[config.mk]
export PLATFORM = sky130hd
export DESIGN_NAME = extosc_ctrl
export DESIGN_NICKNAME = d
export VERILOG_FILES = /design/src/logic/extosc_pkg.sv /design/src/logic/extosc_sync.sv /design/src/logic/extosc_ctrl.sv
export SDC_FILE = /design/constraint.sdc
export NUM_CORES = 1
export LEC_CHECK = 0
export BUFFER_PORTS_ARGS = -buffer_cell sky130_fd_sc_hd__clkbuf_2
export CAP_MARGIN = 20
export CORE_AREA = 5 5 83 123
export CTS_BUF_LIST = sky130_fd_sc_hd__clkbuf_8
export DETAILED_ROUTE_END_ITERATION = 8
export DIE_AREA = 0 0 88 128
export PLACE_DENSITY = 0.69
export SLEW_MARGIN = 20
export SYNTH_ARGS = -nofsm -noshare
export SYNTH_HDL_FRONTEND = slang
export SYNTH_SLANG_ARGS = --single-unit
[constraint.sdc]
create_clock -name aclk -period 3.1 [get_ports aclk]
set_input_delay 0.465 -clock aclk [delete_from_list [all_inputs] [get_ports aclk]]
set_output_delay 0.465 -clock aclk [all_outputs]
set_load 0.005 [all_outputs]
[src/logic/extosc_pkg.sv]
// constants, field layout and state types of the external oscillator control
// Summary of operation
// - valid flag reads 1 only while crystal runs stable, only in modes 11x
// - mode codes 00x keep the external oscillator circuit switched off
// - mode 010 takes a digital CMOS clock straight from the input pin
// - offer CMOS halved, RC, capacitor, crystal and crystal halved modes
// - control bit 3 always reads zero; writes to it are ignored
// - capacitor mode: drive field picks K factor, 0.87 at 000 to 1590 at 111
package extosc_pkg;
   localparam int         ADDR_W        = 12;
   // register indices; byte address is four times the index
   localparam logic [9:0] CTRL_IDX      = 10'h0b1;
   localparam logic [9:0] STAT_IDX      = 10'h0b2;
   localparam logic [9:0] MASK_IDX      = 10'h0b3;
   localparam logic [ADDR_W-1:0] CTRL_ADDR = {CTRL_IDX, 2'b00};
   localparam logic [ADDR_W-1:0] STAT_ADDR = {STAT_IDX, 2'b00};
   localparam logic [ADDR_W-1:0] MASK_ADDR = {MASK_IDX, 2'b00};
   // control register fields
   localparam int         VALID_BIT     = 7;
   localparam int         MODE_LSB      = 4;
   localparam int         DRIVE_LSB     = 0;
   localparam logic [7:0] CTRL_RESET    = 8'h00;
   localparam logic [1:0] IRQ_RESET     = 2'h0;
   // event bits of status and mask
   localparam int         EV_VALID      = 0;
   localparam int         EV_LOST       = 1;
   // mode codes
   localparam logic [2:0] MODE_CMOS     = 3'h2;
   localparam logic [2:0] MODE_CMOS_DIV = 3'h3;
   localparam logic [2:0] MODE_RC       = 3'h4;
   localparam logic [2:0] MODE_CAP      = 3'h5;
   localparam logic [2:0] MODE_XTAL     = 3'h6;
   localparam logic [2:0] MODE_XTAL_DIV = 3'h7;
   // bus answers
   localparam logic [1:0] RESP_OKAY     = 2'h0;
   localparam logic [1:0] RESP_SLVERR   = 2'h2;
   // timing
   localparam int         CLK_PERIOD_NS = 25;
   localparam int         STALL_TIME_NS = 100000;
   localparam int         STALL_CYC     =
      (STALL_TIME_NS + CLK_PERIOD_NS - 1) / CLK_PERIOD_NS;
   localparam int         VALID_EDGES   = 16;
   localparam int         EDGE_W        = 8;
   localparam int         STALL_W       = 16;

   typedef struct packed {
      logic [2:0]         mode;
      logic [2:0]         drive;
      logic               valid;
      logic [1:0]         status;
      logic [1:0]         mask;
      logic               irq;
      logic               osc_d;
      logic               half;
      logic               clk_en;
      logic               osc_on;
      logic [EDGE_W-1:0]  edges;
      logic [STALL_W-1:0] stall;
      logic               awready;
      logic               aw_got;
      logic [ADDR_W-1:0]  awaddr;
      logic               wready;
      logic               w_got;
      logic [7:0]         wdata;
      logic               wstrb0;
      logic               bvalid;
      logic [1:0]         bresp;
      logic               arready;
      logic               rvalid;
      logic [31:0]        rdata;
      logic [1:0]         rresp;
   } extosc_state_t;
endpackage

[src/logic/extosc_sync.sv]
// two flip-flop synchroniser for levels arriving from outside the clock domain
module extosc_sync #(
   parameter int WIDTH = 1
) (
   input  wire logic             aclk,
   input  wire logic             aresetn,
   input  wire logic [WIDTH-1:0] d,
   output logic      [WIDTH-1:0] q
);
   logic [WIDTH-1:0] meta;

   // first stage feeds only the second stage
   always_ff @(posedge aclk) begin
      if (!aresetn) begin
         meta <= '0;
         q    <= '0;
      end else begin
         meta <= d;
         q    <= meta;
      end
   end
endmodule

[src/logic/extosc_ctrl.sv]
// external oscillator mode control with crystal valid detector and axi4-lite
//
// The AXI4-Lite slave port is this design's own decision.
module extosc_ctrl #(
   parameter int STALL_CYC   = extosc_pkg::STALL_CYC,
   parameter int VALID_EDGES = extosc_pkg::VALID_EDGES
) (
   input  wire logic                          aclk,
   input  wire logic                          aresetn,
   input  wire logic                          crystal_in_pin,
   output logic                               osc_enable,
   output logic [2:0]                         osc_mode,
   output logic [2:0]                         osc_drive,
   output logic                               osc_clk_en,
   output logic                               irq,
   input  wire logic [extosc_pkg::ADDR_W-1:0] s_axi_awaddr,
   input  wire logic                          s_axi_awvalid,
   output logic                               s_axi_awready,
   input  wire logic [31:0]                   s_axi_wdata,
   input  wire logic [3:0]                    s_axi_wstrb,
   input  wire logic                          s_axi_wvalid,
   output logic                               s_axi_wready,
   output logic [1:0]                         s_axi_bresp,
   output logic                               s_axi_bvalid,
   input  wire logic                          s_axi_bready,
   input  wire logic [extosc_pkg::ADDR_W-1:0] s_axi_araddr,
   input  wire logic                          s_axi_arvalid,
   output logic                               s_axi_arready,
   output logic [31:0]                        s_axi_rdata,
   output logic [1:0]                         s_axi_rresp,
   output logic                               s_axi_rvalid,
   input  wire logic                          s_axi_rready
);
   // elaboration checks on the detector counters
   if (VALID_EDGES < 1 || VALID_EDGES >= (1 << extosc_pkg::EDGE_W)) begin
      $error("VALID_EDGES out of range");
   end
   if (STALL_CYC < 1 || STALL_CYC >= (1 << extosc_pkg::STALL_W)) begin
      $error("STALL_CYC out of range");
   end

   localparam logic [extosc_pkg::EDGE_W-1:0] EDGE_TOP =
      extosc_pkg::EDGE_W'(VALID_EDGES);
   localparam logic [extosc_pkg::STALL_W-1:0] STALL_TOP =
      extosc_pkg::STALL_W'(STALL_CYC);

   extosc_pkg::extosc_state_t s;
   extosc_pkg::extosc_state_t next_s;
   extosc_pkg::extosc_state_t reset_s;
   logic                      osc_sync;
   logic                      rise;
   logic                      is_on;
   logic                      is_xtal;
   logic                      is_div;
   logic                      stat_rd;
   logic [1:0]                events;
   logic [31:0]               ctrl_word;

   // oscillator input crosses into the bus clock domain
   extosc_sync #(
      .WIDTH (1)
   ) u_sync (
      .aclk    (aclk),
      .aresetn (aresetn),
      .d       (crystal_in_pin),
      .q       (osc_sync)
   );

   // reset value of the whole state
   always_comb begin
      reset_s         = '0;
      reset_s.mode    = extosc_pkg::CTRL_RESET[extosc_pkg::MODE_LSB +: 3];
      reset_s.drive   = extosc_pkg::CTRL_RESET[extosc_pkg::DRIVE_LSB +: 3];
      reset_s.mask    = extosc_pkg::IRQ_RESET;
      reset_s.awready = 1'b1;
      reset_s.wready  = 1'b1;
      reset_s.arready = 1'b1;
   end

   // mode decode and control word as software reads it
   always_comb begin
      is_on   = (s.mode[2:1] != 2'b00);
      is_xtal = (s.mode[2:1] == 2'b11);
      is_div  = (s.mode == extosc_pkg::MODE_CMOS_DIV) ||
                (s.mode == extosc_pkg::MODE_XTAL_DIV);
      rise    = osc_sync & ~s.osc_d;
      ctrl_word = 32'h0;
      ctrl_word[extosc_pkg::VALID_BIT]     = s.valid;
      ctrl_word[extosc_pkg::MODE_LSB +: 3] = s.mode;
      ctrl_word[extosc_pkg::DRIVE_LSB +: 3] = s.drive; // bit 3 stays zero
   end

   // next state of the whole block
   always_comb begin
      next_s        = s;
      next_s.osc_d  = osc_sync;
      next_s.clk_en = 1'b0;
      next_s.osc_on = is_on;
      stat_rd       = 1'b0;
      // clock enable pulse per rising input edge, every second rising edge when halved
      if (!is_on) begin
         next_s.half = 1'b0;
      end else if (rise) begin
         next_s.half   = ~s.half;
         next_s.clk_en = ~is_div | s.half;
      end
      // crystal amplitude detector: a run of edges without a stall
      if (!is_xtal) begin
         next_s.edges = '0;
         next_s.stall = '0;
      end else if (rise) begin
         next_s.stall = '0;
         if (s.edges != EDGE_TOP) begin
            next_s.edges = s.edges + 1'b1;
         end
      end else if (s.stall >= STALL_TOP - 1'b1) begin
         next_s.edges = '0;
         next_s.stall = '0;
      end else begin
         next_s.stall = s.stall + 1'b1;
      end
      next_s.valid = is_xtal && (next_s.edges == EDGE_TOP);
      // write address and data are taken in either order
      if (s_axi_awvalid && s.awready) begin
         next_s.awready = 1'b0;
         next_s.aw_got  = 1'b1;
         next_s.awaddr  = s_axi_awaddr;
      end
      if (s_axi_wvalid && s.wready) begin
         next_s.wready = 1'b0;
         next_s.w_got  = 1'b1;
         next_s.wdata  = s_axi_wdata[7:0];
         next_s.wstrb0 = s_axi_wstrb[0];
      end
      if (s.aw_got && s.w_got && !s.bvalid) begin
         next_s.aw_got = 1'b0;
         next_s.w_got  = 1'b0;
         next_s.bvalid = 1'b1;
         next_s.bresp  = extosc_pkg::RESP_OKAY;
         case (s.awaddr)
            extosc_pkg::CTRL_ADDR: begin
               if (s.wstrb0) begin
                  next_s.mode  = s.wdata[extosc_pkg::MODE_LSB +: 3];
                  next_s.drive = s.wdata[extosc_pkg::DRIVE_LSB +: 3];
               end
            end
            extosc_pkg::MASK_ADDR: begin
               if (s.wstrb0) begin
                  next_s.mask = s.wdata[1:0];
               end
            end
            extosc_pkg::STAT_ADDR: begin
               next_s.bresp = extosc_pkg::RESP_OKAY;
            end
            default: begin
               next_s.bresp = extosc_pkg::RESP_SLVERR;
            end
         endcase
      end
      if (s.bvalid && s_axi_bready) begin
         next_s.bvalid  = 1'b0;
         next_s.awready = 1'b1;
         next_s.wready  = 1'b1;
      end
      // read answers one edge after the address is taken
      if (s_axi_arvalid && s.arready) begin
         next_s.arready = 1'b0;
         next_s.rvalid  = 1'b1;
         next_s.rresp   = extosc_pkg::RESP_OKAY;
         next_s.rdata   = 32'h0;
         case (s_axi_araddr)
            extosc_pkg::CTRL_ADDR: begin
               next_s.rdata = ctrl_word;
            end
            extosc_pkg::STAT_ADDR: begin
               next_s.rdata = {30'h0, s.status};
               stat_rd      = 1'b1;
            end
            extosc_pkg::MASK_ADDR: begin
               next_s.rdata = {30'h0, s.mask};
            end
            default: begin
               next_s.rresp = extosc_pkg::RESP_SLVERR;
            end
         endcase
      end
      if (s.rvalid && s_axi_rready) begin
         next_s.rvalid  = 1'b0;
         next_s.arready = 1'b1;
      end
      // sticky events; a new event beats the clear from the read
      events = 2'b00;
      events[extosc_pkg::EV_VALID] = next_s.valid & ~s.valid;
      events[extosc_pkg::EV_LOST]  = s.valid & ~next_s.valid & is_xtal;
      next_s.status = (stat_rd ? 2'b00 : s.status) | events;
      next_s.irq    = |(next_s.status & next_s.mask);
   end

   // one register for the whole state
   always_ff @(posedge aclk) begin
      if (!aresetn) begin
         s <= reset_s;
      end else begin
         s <= next_s;
      end
   end

   // outputs straight from state flops
   always_comb begin
      osc_enable    = s.osc_on;
      osc_mode      = s.mode;
      osc_drive     = s.drive;
      osc_clk_en    = s.clk_en;
      irq           = s.irq;
      s_axi_awready = s.awready;
      s_axi_wready  = s.wready;
      s_axi_bvalid  = s.bvalid;
      s_axi_bresp   = s.bresp;
      s_axi_arready = s.arready;
      s_axi_rvalid  = s.rvalid;
      s_axi_rdata   = s.rdata;
      s_axi_rresp   = s.rresp;
   end
endmodule

Word level (Yosys, flattened, before mapping)
Index checks and enable logic that the tools add are counted.
- memory bits (read-only): 0
- latch bits: 0
- input port bits: 68
- memory bits (writable): 0
- register bits after elaboration: 105
- memories kept: 0
- mux-type cells: 14
- reductions and logical operators: 21
- shifts and indexed selects: 0
- divide/modulo/power cells: 0
- order comparisons: 1
- bitwise gates (word level): 14
- $add $sub $neg: 2
- $mul: 0
- equality and inequality tests: 11
- operators by type and width (operator ; count):
    $eq 12x10->1 const B ; 6
    $mux 24 ; 2
    $pmux 8 s3 ; 1
    $add 16x1->16 const B ; 1
    $ge 16x12->1 const B ; 1
    $mux 16 ; 1
    $mux 8 ; 2
    $mux 2 ; 6
    $add 8x1->8 const B ; 1
    $eq 8x5->1 const B ; 1
    $logic_and 1x1->1 ; 8
    $ne 8x5->1 const B ; 1
    $reduce_or 2->1 ; 4
    $not 1->1 ; 7
    $reduce_and 3->1 ; 2
    $reduce_or 3->1 ; 2
    $and 1x1->1 ; 4
    $reduce_or 4->1 ; 1
    $eq 3x2->1 const B ; 1
    $eq 3x3->1 const B ; 1
    $and 2x2->2 ; 1
    $eq 2x2->1 const B ; 1
    $mux 1 ; 2
    $or 2x2->2 ; 1
    other kinds (5) ; 5

Longest topological paths before layout
Gate-level depths: netlist (run 1).
- word-level depth: 12
- mapped depth: 7

Cells and area by module
A second synthesis (run 1) with hierarchy kept.
- cell total of the unflattened synthesis: 408
- area total of the unflattened synthesis: 3549.7 µm²
- modules (own cells, without submodules) (module ; sequential area each (µm²) ; area each (µm²) ; instances ; cells each):
    extosc_ctrl ; 1501.4 ; 3497.1 ; 1 ; 404
    extosc_sync ; 40.0 ; 52.6 ; 1 ; 4

Worst setup path after synthesis (run 1)
No wires, ideal clock.
- path kind: register to register
- start: reg s[64] (netlist name)
- end: reg s[96] (netlist name)
- path slack: 1.073 ns
- path buffers: 0
- data arrival time: 1.909 ns
- period minus slack after synthesis: 2.027 ns
- required time: 2.983 ns
- stages on the path, launching flop included: 8
- library setup time: 0.117 ns
- path through: dfxtp_1 > ha_1 > and4_4 > o311a_1 > o21ai_0 > nor4b_4 > nand3_2 > a32o_2
- longest elaborated chain between the ends: 10
- ends and longest elaborated chain (element ; line ; source):
    start: declaration ; extosc_ctrl.sv:47 ; extosc_pkg::extosc_state_t s;
    start signal: assignment ; extosc_ctrl.sv:202 ; s <= reset_s;
    start signal: assignment ; extosc_ctrl.sv:204 ; s <= next_s;
    $ge 16x12->1 ; extosc_ctrl.sv:116 ; end else if (s.stall >= STALL_TOP - 1'b1) begin
    $mux 8 ; extosc_ctrl.sv:116 ;
    $mux 24 ; extosc_ctrl.sv:111 ; end else if (rise) begin
    $mux 24 ; extosc_ctrl.sv:108 ; if (!is_xtal) begin
    $eq 8x5->1 ; extosc_ctrl.sv:122 ; next_s.valid = is_xtal && (next_s.edges == EDGE_TOP);
    $logic_and 1x1->1 ; extosc_ctrl.sv:122 ;
    $not 1->1 ; extosc_ctrl.sv:194 ; events[extosc_pkg::EV_LOST] = s.valid & ~next_s.valid & is_xtal;
    $and 1x1->1 (2 in a row) ; extosc_ctrl.sv:194 ;
    $or 2x2->2 ; extosc_ctrl.sv:195 ; next_s.status = (stat_rd ? 2'b00 : s.status) | events;
Every way passes these cells.
A chain may end at the register's enable or synchronous reset.

Worst setup path in the final report (run 1)
Same ends and word-level chain as after synthesis.

==> results of run 1 <==
## cells in the mapped netlist, types with 3 or more instances
cell      number
nand2b_1       3
and4_1         3
nor4b_1        3
nand2_1       47
buf_4         42
ha_1           3
nor3_1         5
inv_1          9
nand4_1        6
nor2_1        53
nor2b_1        4
xor2_1        10
xnor2_1        7
o21ai_0        7
and3_1         3
a22oi_1        5
a21oi_1       28
and2_1         6
mux2i_1       11
nand3_1       13
dfxtp_1       77
clkbuf_1      11
## worst max-delay path by stage
stage | endpoint | cells past startpoint | slack [ns] | from
global placement | s[96] | 7 | 0.97 | s[64]
detailed placement | s[96] | 7 | 0.86 | s[64]
CTS | s[96] | 7 | 0.84 | s[64]
floorplan | s[96] | 7 | 1.07 | s[64]
global route | s[96] | 7 | 0.78 | s[64]
finish | s[96] | 7 | 0.85 | s[64]
## layer usage
metal | global-route usage, % | routed length [um] | share of wire (%) | up-vias
li1 | - | - | - | 1375
met2 | 23.3 | 3820 | 55 | 52
met1 | 13.5 | 2730 | 39 | 1220
met3 | 3.60 | 273 | 3.9 | 12
met4 | 5.06 | 142 | 2.0 | 0
met5 | 0 | 0 | 0 | -
## logic make-up (layout without fill, tap and decap cells)
logic type | after synthesis | count (layout)
AOI/OAI and AO/OA | 56 | 56
xor gates and xnor gates | 17 | 17
adders and majority gates | 3 | 3
buffers and inverters | 64 | 89
DFF | 77 | 77
muxes | 13 | 13
other | 1 | 31
and+or+nand+nor | 163 | 163
## power groups by stage
| stage | Combinational (W) | Clock (W) | Sequential [W] |
|---|---|---|---|
| floorplan | 0.0000994 | 0 | 0.00105 |
| global placement | 0.000114 | 0 | 0.00106 |
| detailed placement | 0.000117 | 0 | 0.00106 |
| CTS | 0.000117 | 0.000714 | 0.00104 |
| global route | 0.000133 | 0.000762 | 0.00104 |
| finish | 0.000117 | 0.000681 | 0.00104 |
## worst reg2reg max path, stage by stage, from the launching register on
cell	delay, ns
dfxtp_1	0.34
ha_1	0.25
and4_4	0.22
o311a_1	0.35
o21ai_0	0.25
nor4b_4	0.32
nand3_2	0.13
a32o_2	0.29
## per-stage QoR
stage          cell area [um2]  setup slack (ns)  cells
2_1_floorplan             3580              1.07    424
3_3_place_gp              3680             0.974    545
3_5_place_dp              3680             0.859    545
4_1_cts                   3860             0.839    561
5_1_grt                   3860             0.780    561
6_report                  3860             0.848    561
## sequential cells by signal (all words and copies together), names as in the netlist, 3 cells and up
| name | count |
|---|---|
| osc_mode | 3 |
| osc_drive | 3 |
| s_axi_rdata | 7 |
| s | 51 |
## area by class of cell
cell class / instances / area, um2
fill: 913 / 5230
multi-input combinational: 283 / 1640
sequential: 77 / 1540
timing repair buffer: 63 / 320
tap: 112 / 140
clock buffer: 9 / 124
clock inverter: 7 / 56.3
inverter: 10 / 37.5
==> flow_metrics.py, run 1 <==
metrics = {
    "setup_path": {
        "end_kind": "flop",
        "crit_buf_inv": 0,
        "cp_cell_sequence": "ha_1, and4_4, o311a_1, o21ai_0, nor4b_4, nand3_2, a32o_2",
        "crit-reg2reg-launch": "s[64]",
        "rrSetupSlack_ns": 0.85,
        "arrival_ns": 2.49,
        "worst-r2r-cell-count": 7,
        "crit_fanout": 4,
        "cpPeakStageDelay_ns": 0.34,
        "critical_path_class": "reg -> reg",
        "worst_path_dominant_cell_family": "compound AO/OA/AOI/OAI gates",
        "cp.required_ns": 3.34,
        "startpoint_type": "flop",
        "critPathSlowestCell": "dfxtp_1",
        "r2r-end": "s[96]",
    },
    "clocking": {
        "cts-root-buf": "clkbuf_8",
        "insertion_delay_ns": 0.35,
        "cts_buffer_depth": 2,
        "path_clk_slew_ns": 0.08,
        "clock-sinks": 77,
        "cts_tree": "yes",
        "cts_buffers": 9,
        "post_cts_buffers": 0,
        "hold_buffers": 0,
        "htreeDepth": 3,
        "cts_resized": 0,
    },
    "floorplanning": {
        "fp.coreArea_mm2": 0.00909,
        "start_util_pct": 38.2,
        "die_w_um": 88,
        "std_cell_rows": 43,
        "ioPinCount": 118,
        "die_area_mm2": 0.0113,
        "fp.dieH_um": 128,
    },
    "logic_synthesis": {
        "yosysSeqAreaShare_pct": 44.4,
        "yosysUniqueCellTypes": 53,
        "synth_fa_ha_area_share_pct": 1.08,
        "synth_xor_area_share_pct": 4.29,
        "ys_seq_elements": 77,
        "synthSimpleGateAreaFrac_pct": 23.9,
        "yosys.area.top_type": "dfxtp_1",
        "yosysTopAreaCellShare_pct": 44.4,
        "synth-async-reset-ratio_pct": 0,
        "synth_warnings": 0,
        "synth-edff-count": 0,
        "synth_top_family_by_area": "simple AND/OR/NAND/NOR gates",
        "synth_compound_area_share_pct": 10.9,
        "synth_area_leaders": "dfxtp_1 (44%), buf_4 (9.1%), nor2_1 (5.7%)",
        "synthCells": 394,
        "synth_area_per_cell_um2": 8.81,
        "synth.area.mux_share_pct": 3.82,
        "synth_flop_cell": "dfxtp_1",
        "syn_area_mm2": 0.00347,
    },
    "timing": {
        "finalCritPeriodShare_pct": 72.7,
        "relSlewSlack_pct": 65.9,
        "setup_viol": 0,
        "finalCriticalPeriod_ns": 2.25,
        "rsz0062_at_grt": "false",
        "fin_hold_ws_ns": 0.327,
        "fin_skew_ns": 0.00841,
        "drv_slew": 0,
        "max_freq_ghz": 0.444,
        "tightest_slew_ns": 0.506,
        "hold_violations": 0,
        "tns_ns": 0,
    },
    "global_routing": {
        "grt_max_degree": 42,
        "grt_pass1_wl_um": 11400,
        "grt_pass1_vias": 2573,
        "overflow": 0,
        "grt_usage_pct": 12.8,
        "antenna_found_initial": 0,
    },
    "detailed_routing": {
        "totalWireLength_um": 6970,
        "dr.pass1.iters": 4,
        "ant_nets": 0,
        "vias": 2659,
        "drt_iter0_drc": 95,
        "wl_per_cell_um": 12.4,
        "route.detailed.drc": 0,
        "via_per_inst": 4.74,
    },
    "placement": {
        "dp_hpwl_um": 5420,
        "gp_congestion": 0.786,
        "port-buffer-count": 61,
    },
    "min_path": {
        "hold_path_end": "u_sync.meta",
        "min_path_cells": 2,
        "worstHoldStart": "crystal_in_pin",
        "min_path_type": "in -> reg",
    },
    "power_and_ir_drop": {
        "power_frac_comb_pct": 6.4,
        "p_clk_share_pct": 37.2,
        "total_power_w": 0.00183,
        "p_seq_share_pct": 56.5,
        "peakVddDrop_mv": 0.310,
        "p_per_area_mw_per_mm2": 475,
        "intPower_w": 0.00136,
        "switching_share_pct": 25.6,
        "power.switching_w": 0.000469,
        "p_leak_nw": 1.63,
    },
    "run_status": {
        "status": "finished clean",
    },
    "layout": {
        "fin_nets": 515,
        "layout_common_cells": "dfxtp_1 (77), clkbuf_2 (61), nor2_1 (53)",
        "area_growth_pct": 11.3,
        "diodes": 0,
        "utilization_pct": 42.5,
        "final_layout_size_suffix_gt1_share_pct": 21.4,
        "layout_commonest_cell": "dfxtp_1",
    },
    "flow_run": {
        "cap_viol_max_count": 0,
    },
}
Note: power is estimated with default switching activity, not from simulation.
==> run 2, diff against run 1 <==
==> constraint.sdc (replaced) <==
create_clock -name aclk -period 2.2 [get_ports aclk]
set_input_delay 0.33 -clock aclk [delete_from_list [all_inputs] [get_ports aclk]]
set_output_delay 0.33 -clock aclk [all_outputs]
set_load 0.005 [all_outputs]
==> flow_metrics.py, run 2 (synthesized netlist as in run 1, its figures left out) <==
metrics = {
    "layout": {
        "nFillCells": 908,
        "largest_reg_flops": 51,
        "layout_common_cells": "dfxtp_1 (77), clkbuf_2 (61), nor2_1 (53)",
        "fin_nets": 518,
        "area_growth_pct": 13.2,
        "final_layout_size_suffix_gt1_share_pct": 21.7,
        "layout_commonest_cell": "dfxtp_1",
        "diodes": 0,
        "largest_register": "s",
    },
    "global_routing": {
        "grt_pass1_wl_um": 11400,
        "use_met3_pct": 3.15,
        "grt_max_degree": 27,
        "grt.busiest_layer": "met2",
        "grt_usage_pct": 12.7,
        "grt_use_met2_pct": 23.0,
        "antenna_found_initial": 0,
        "grt_pass1_vias": 2633,
        "use_met1_pct": 13.7,
        "overflow": 0,
    },
    "timing": {
        "setup_viol": 0,
        "fin_hold_ws_ns": 0.183,
        "rsz0062_at_grt": "true",
        "relSlewSlack_pct": 65.2,
        "fin_skew_ns": 0.00784,
        "finalCritPeriodShare_pct": 94.0,
        "tightest_slew_ns": 0.517,
        "finalCriticalPeriod_ns": 2.07,
        "finalWorstSetupSlack_ns": 0.131,
        "hold_violations": 0,
        "drv_slew": 0,
        "tns_ns": 0,
        "max_freq_ghz": 0.483,
    },
    "setup_path": {
        "cpPeakStageDelay_ns": 0.34,
        "crit-reg2reg-launch": "s[64]",
        "end_kind": "flop",
        "crit_buf_inv": 0,
        "arrival_ns": 2.35,
        "critPathSlowestCell": "dfxtp_1",
        "worst-r2r-cell-count": 7,
        "cp_cell_sequence": "ha_1, and4_4, o311a_1, nor3_4, o2111ai_1, and3_2, o211ai_1",
        "cp.required_ns": 2.48,
        "critical_path_class": "reg -> reg",
        "rrSetupSlack_ns": 0.13,
        "crit_fanout": 5,
        "r2r-end": "irq",
        "worst_path_dominant_cell_family": "compound AO/OA/AOI/OAI gates",
        "startpoint_type": "flop",
    },
    "floorplanning": {
        "ioPinCount": 118,
        "std_cell_rows": 43,
        "fp.dieH_um": 128,
        "start_util_pct": 38.2,
        "die_w_um": 88,
        "fp.coreArea_mm2": 0.00909,
        "die_area_mm2": 0.0113,
    },
    "run_status": {
        "status": "finished clean",
    },
    "clocking": {
        "path_clk_slew_ns": 0.08,
        "htreeDepth": 3,
        "insertion_delay_ns": 0.35,
        "cts_buffers": 9,
        "cts-root-buf": "clkbuf_8",
        "cts_buffer_depth": 2,
        "cts_tree": "yes",
        "hold_buffers": 0,
        "clock-sinks": 77,
    },
    "placement": {
        "dp_hpwl_um": 5460,
        "port-buffer-count": 61,
        "gp_congestion": 0.847,
        "dp_slack_ns": 0.0562,
    },
    "detailed_routing": {
        "via_per_inst": 4.76,
        "drt_iter0_drc": 115,
        "totalWireLength_um": 6970,
        "dr.pass1.iters": 4,
        "wl_per_cell_um": 12.4,
        "route.detailed.drc": 0,
        "ant_nets": 0,
        "vias": 2683,
    },
    "min_path": {
        "worstHoldStart": "crystal_in_pin",
        "min_path_type": "in -> reg",
        "min_path_cells": 2,
        "hold_path_end": "u_sync.meta",
    },
    "power_and_ir_drop": {
        "p_per_area_mw_per_mm2": 695,
        "p_leak_nw": 1.67,
        "peakVddDrop_mv": 0.435,
    },
    "flow_run": {
        "cap_viol_max_count": 0,
    },
}
==> run 2: changes by cell type in the layout (fill, tap and decap cells not counted), moves of 2 or more <==
cell / before / now
clkinv_4: 2 / 0
inv_6: 3 / 0
clkbuf_8: 9 / 12
buf_4: 2 / 5
==> run 2: how the worst max path moves through the flow <==
stage	from	endpoint	slack, ns	cells past startpoint
floorplan	s[64]	s[96]	0.17	7
global placement	s[64]	s[96]	0.1	7
detailed placement	s[64]	s[96]	0.06	7
CTS	s[64]	s[96]	0.04	7
global route	s[64]	irq	-0.004	7
finish	s[64]	irq	0.13	7
==> run 2: through the flow <==
step / cell area (um2) / power [W] / instances / utilization, %
after global routing: 3930 / 0.00285 / 564 / 43.2
after detailed placement: 3700 / 0.00166 / 547 / 40.6
final: 3930 / 0.00273 / 564 / 43.2
after global placement: 3700 / 0.00165 / 547 / 40.6
after floorplan: 3580 / 0.00162 / 424 / -
after CTS: 3910 / 0.00276 / 563 / 43.0
==> run 2: cell type report <==
cell class	instances	area, um2	share of cell area [%]
clock inverter	4	46.3	1.18
timing repair buffer	66	343	8.73
sequential	77	1540	39.3
tap	112	140	3.57
clock buffer	12	165	4.21
inverter	10	37.5	0.956
multi-input combinational	283	1650	42.1
==> run 2: repair_timing <==
action	CTS	global route
buffers inserted	0	1
endpoints found under the setup margin	0	1
endpoints found under the hold margin	0	0
resized for setup	0	2
==> run 2: power by group <==
group / switching (W) / leakage [nW] / internal, W
clock network: 0.000491 / 0.110 / 0.000611
registers: 0.0000275 / 0.627 / 0.00143
logic: 0.0000950 / 0.931 / 0.0000707
==> run 2: per-layer routing <==
| layer | part of all wire (%) | vias to the layer above |
|---|---|---|
| met5 | 0 | - |
| met4 | 1.7 | 0 |
| met3 | 3.8 | 11 |
| met2 | 55 | 53 |
| met1 | 39 | 1243 |
| li1 | - | 1376 |
==> run 2: worst register-to-register path, cell delays in order, from the launching register on <==
cell,delay (ns)
dfxtp_1,0.34
ha_1,0.24
and4_4,0.22
o311a_1,0.33
nor3_4,0.24
o2111ai_1,0.23
and3_2,0.24
o211ai_1,0.15
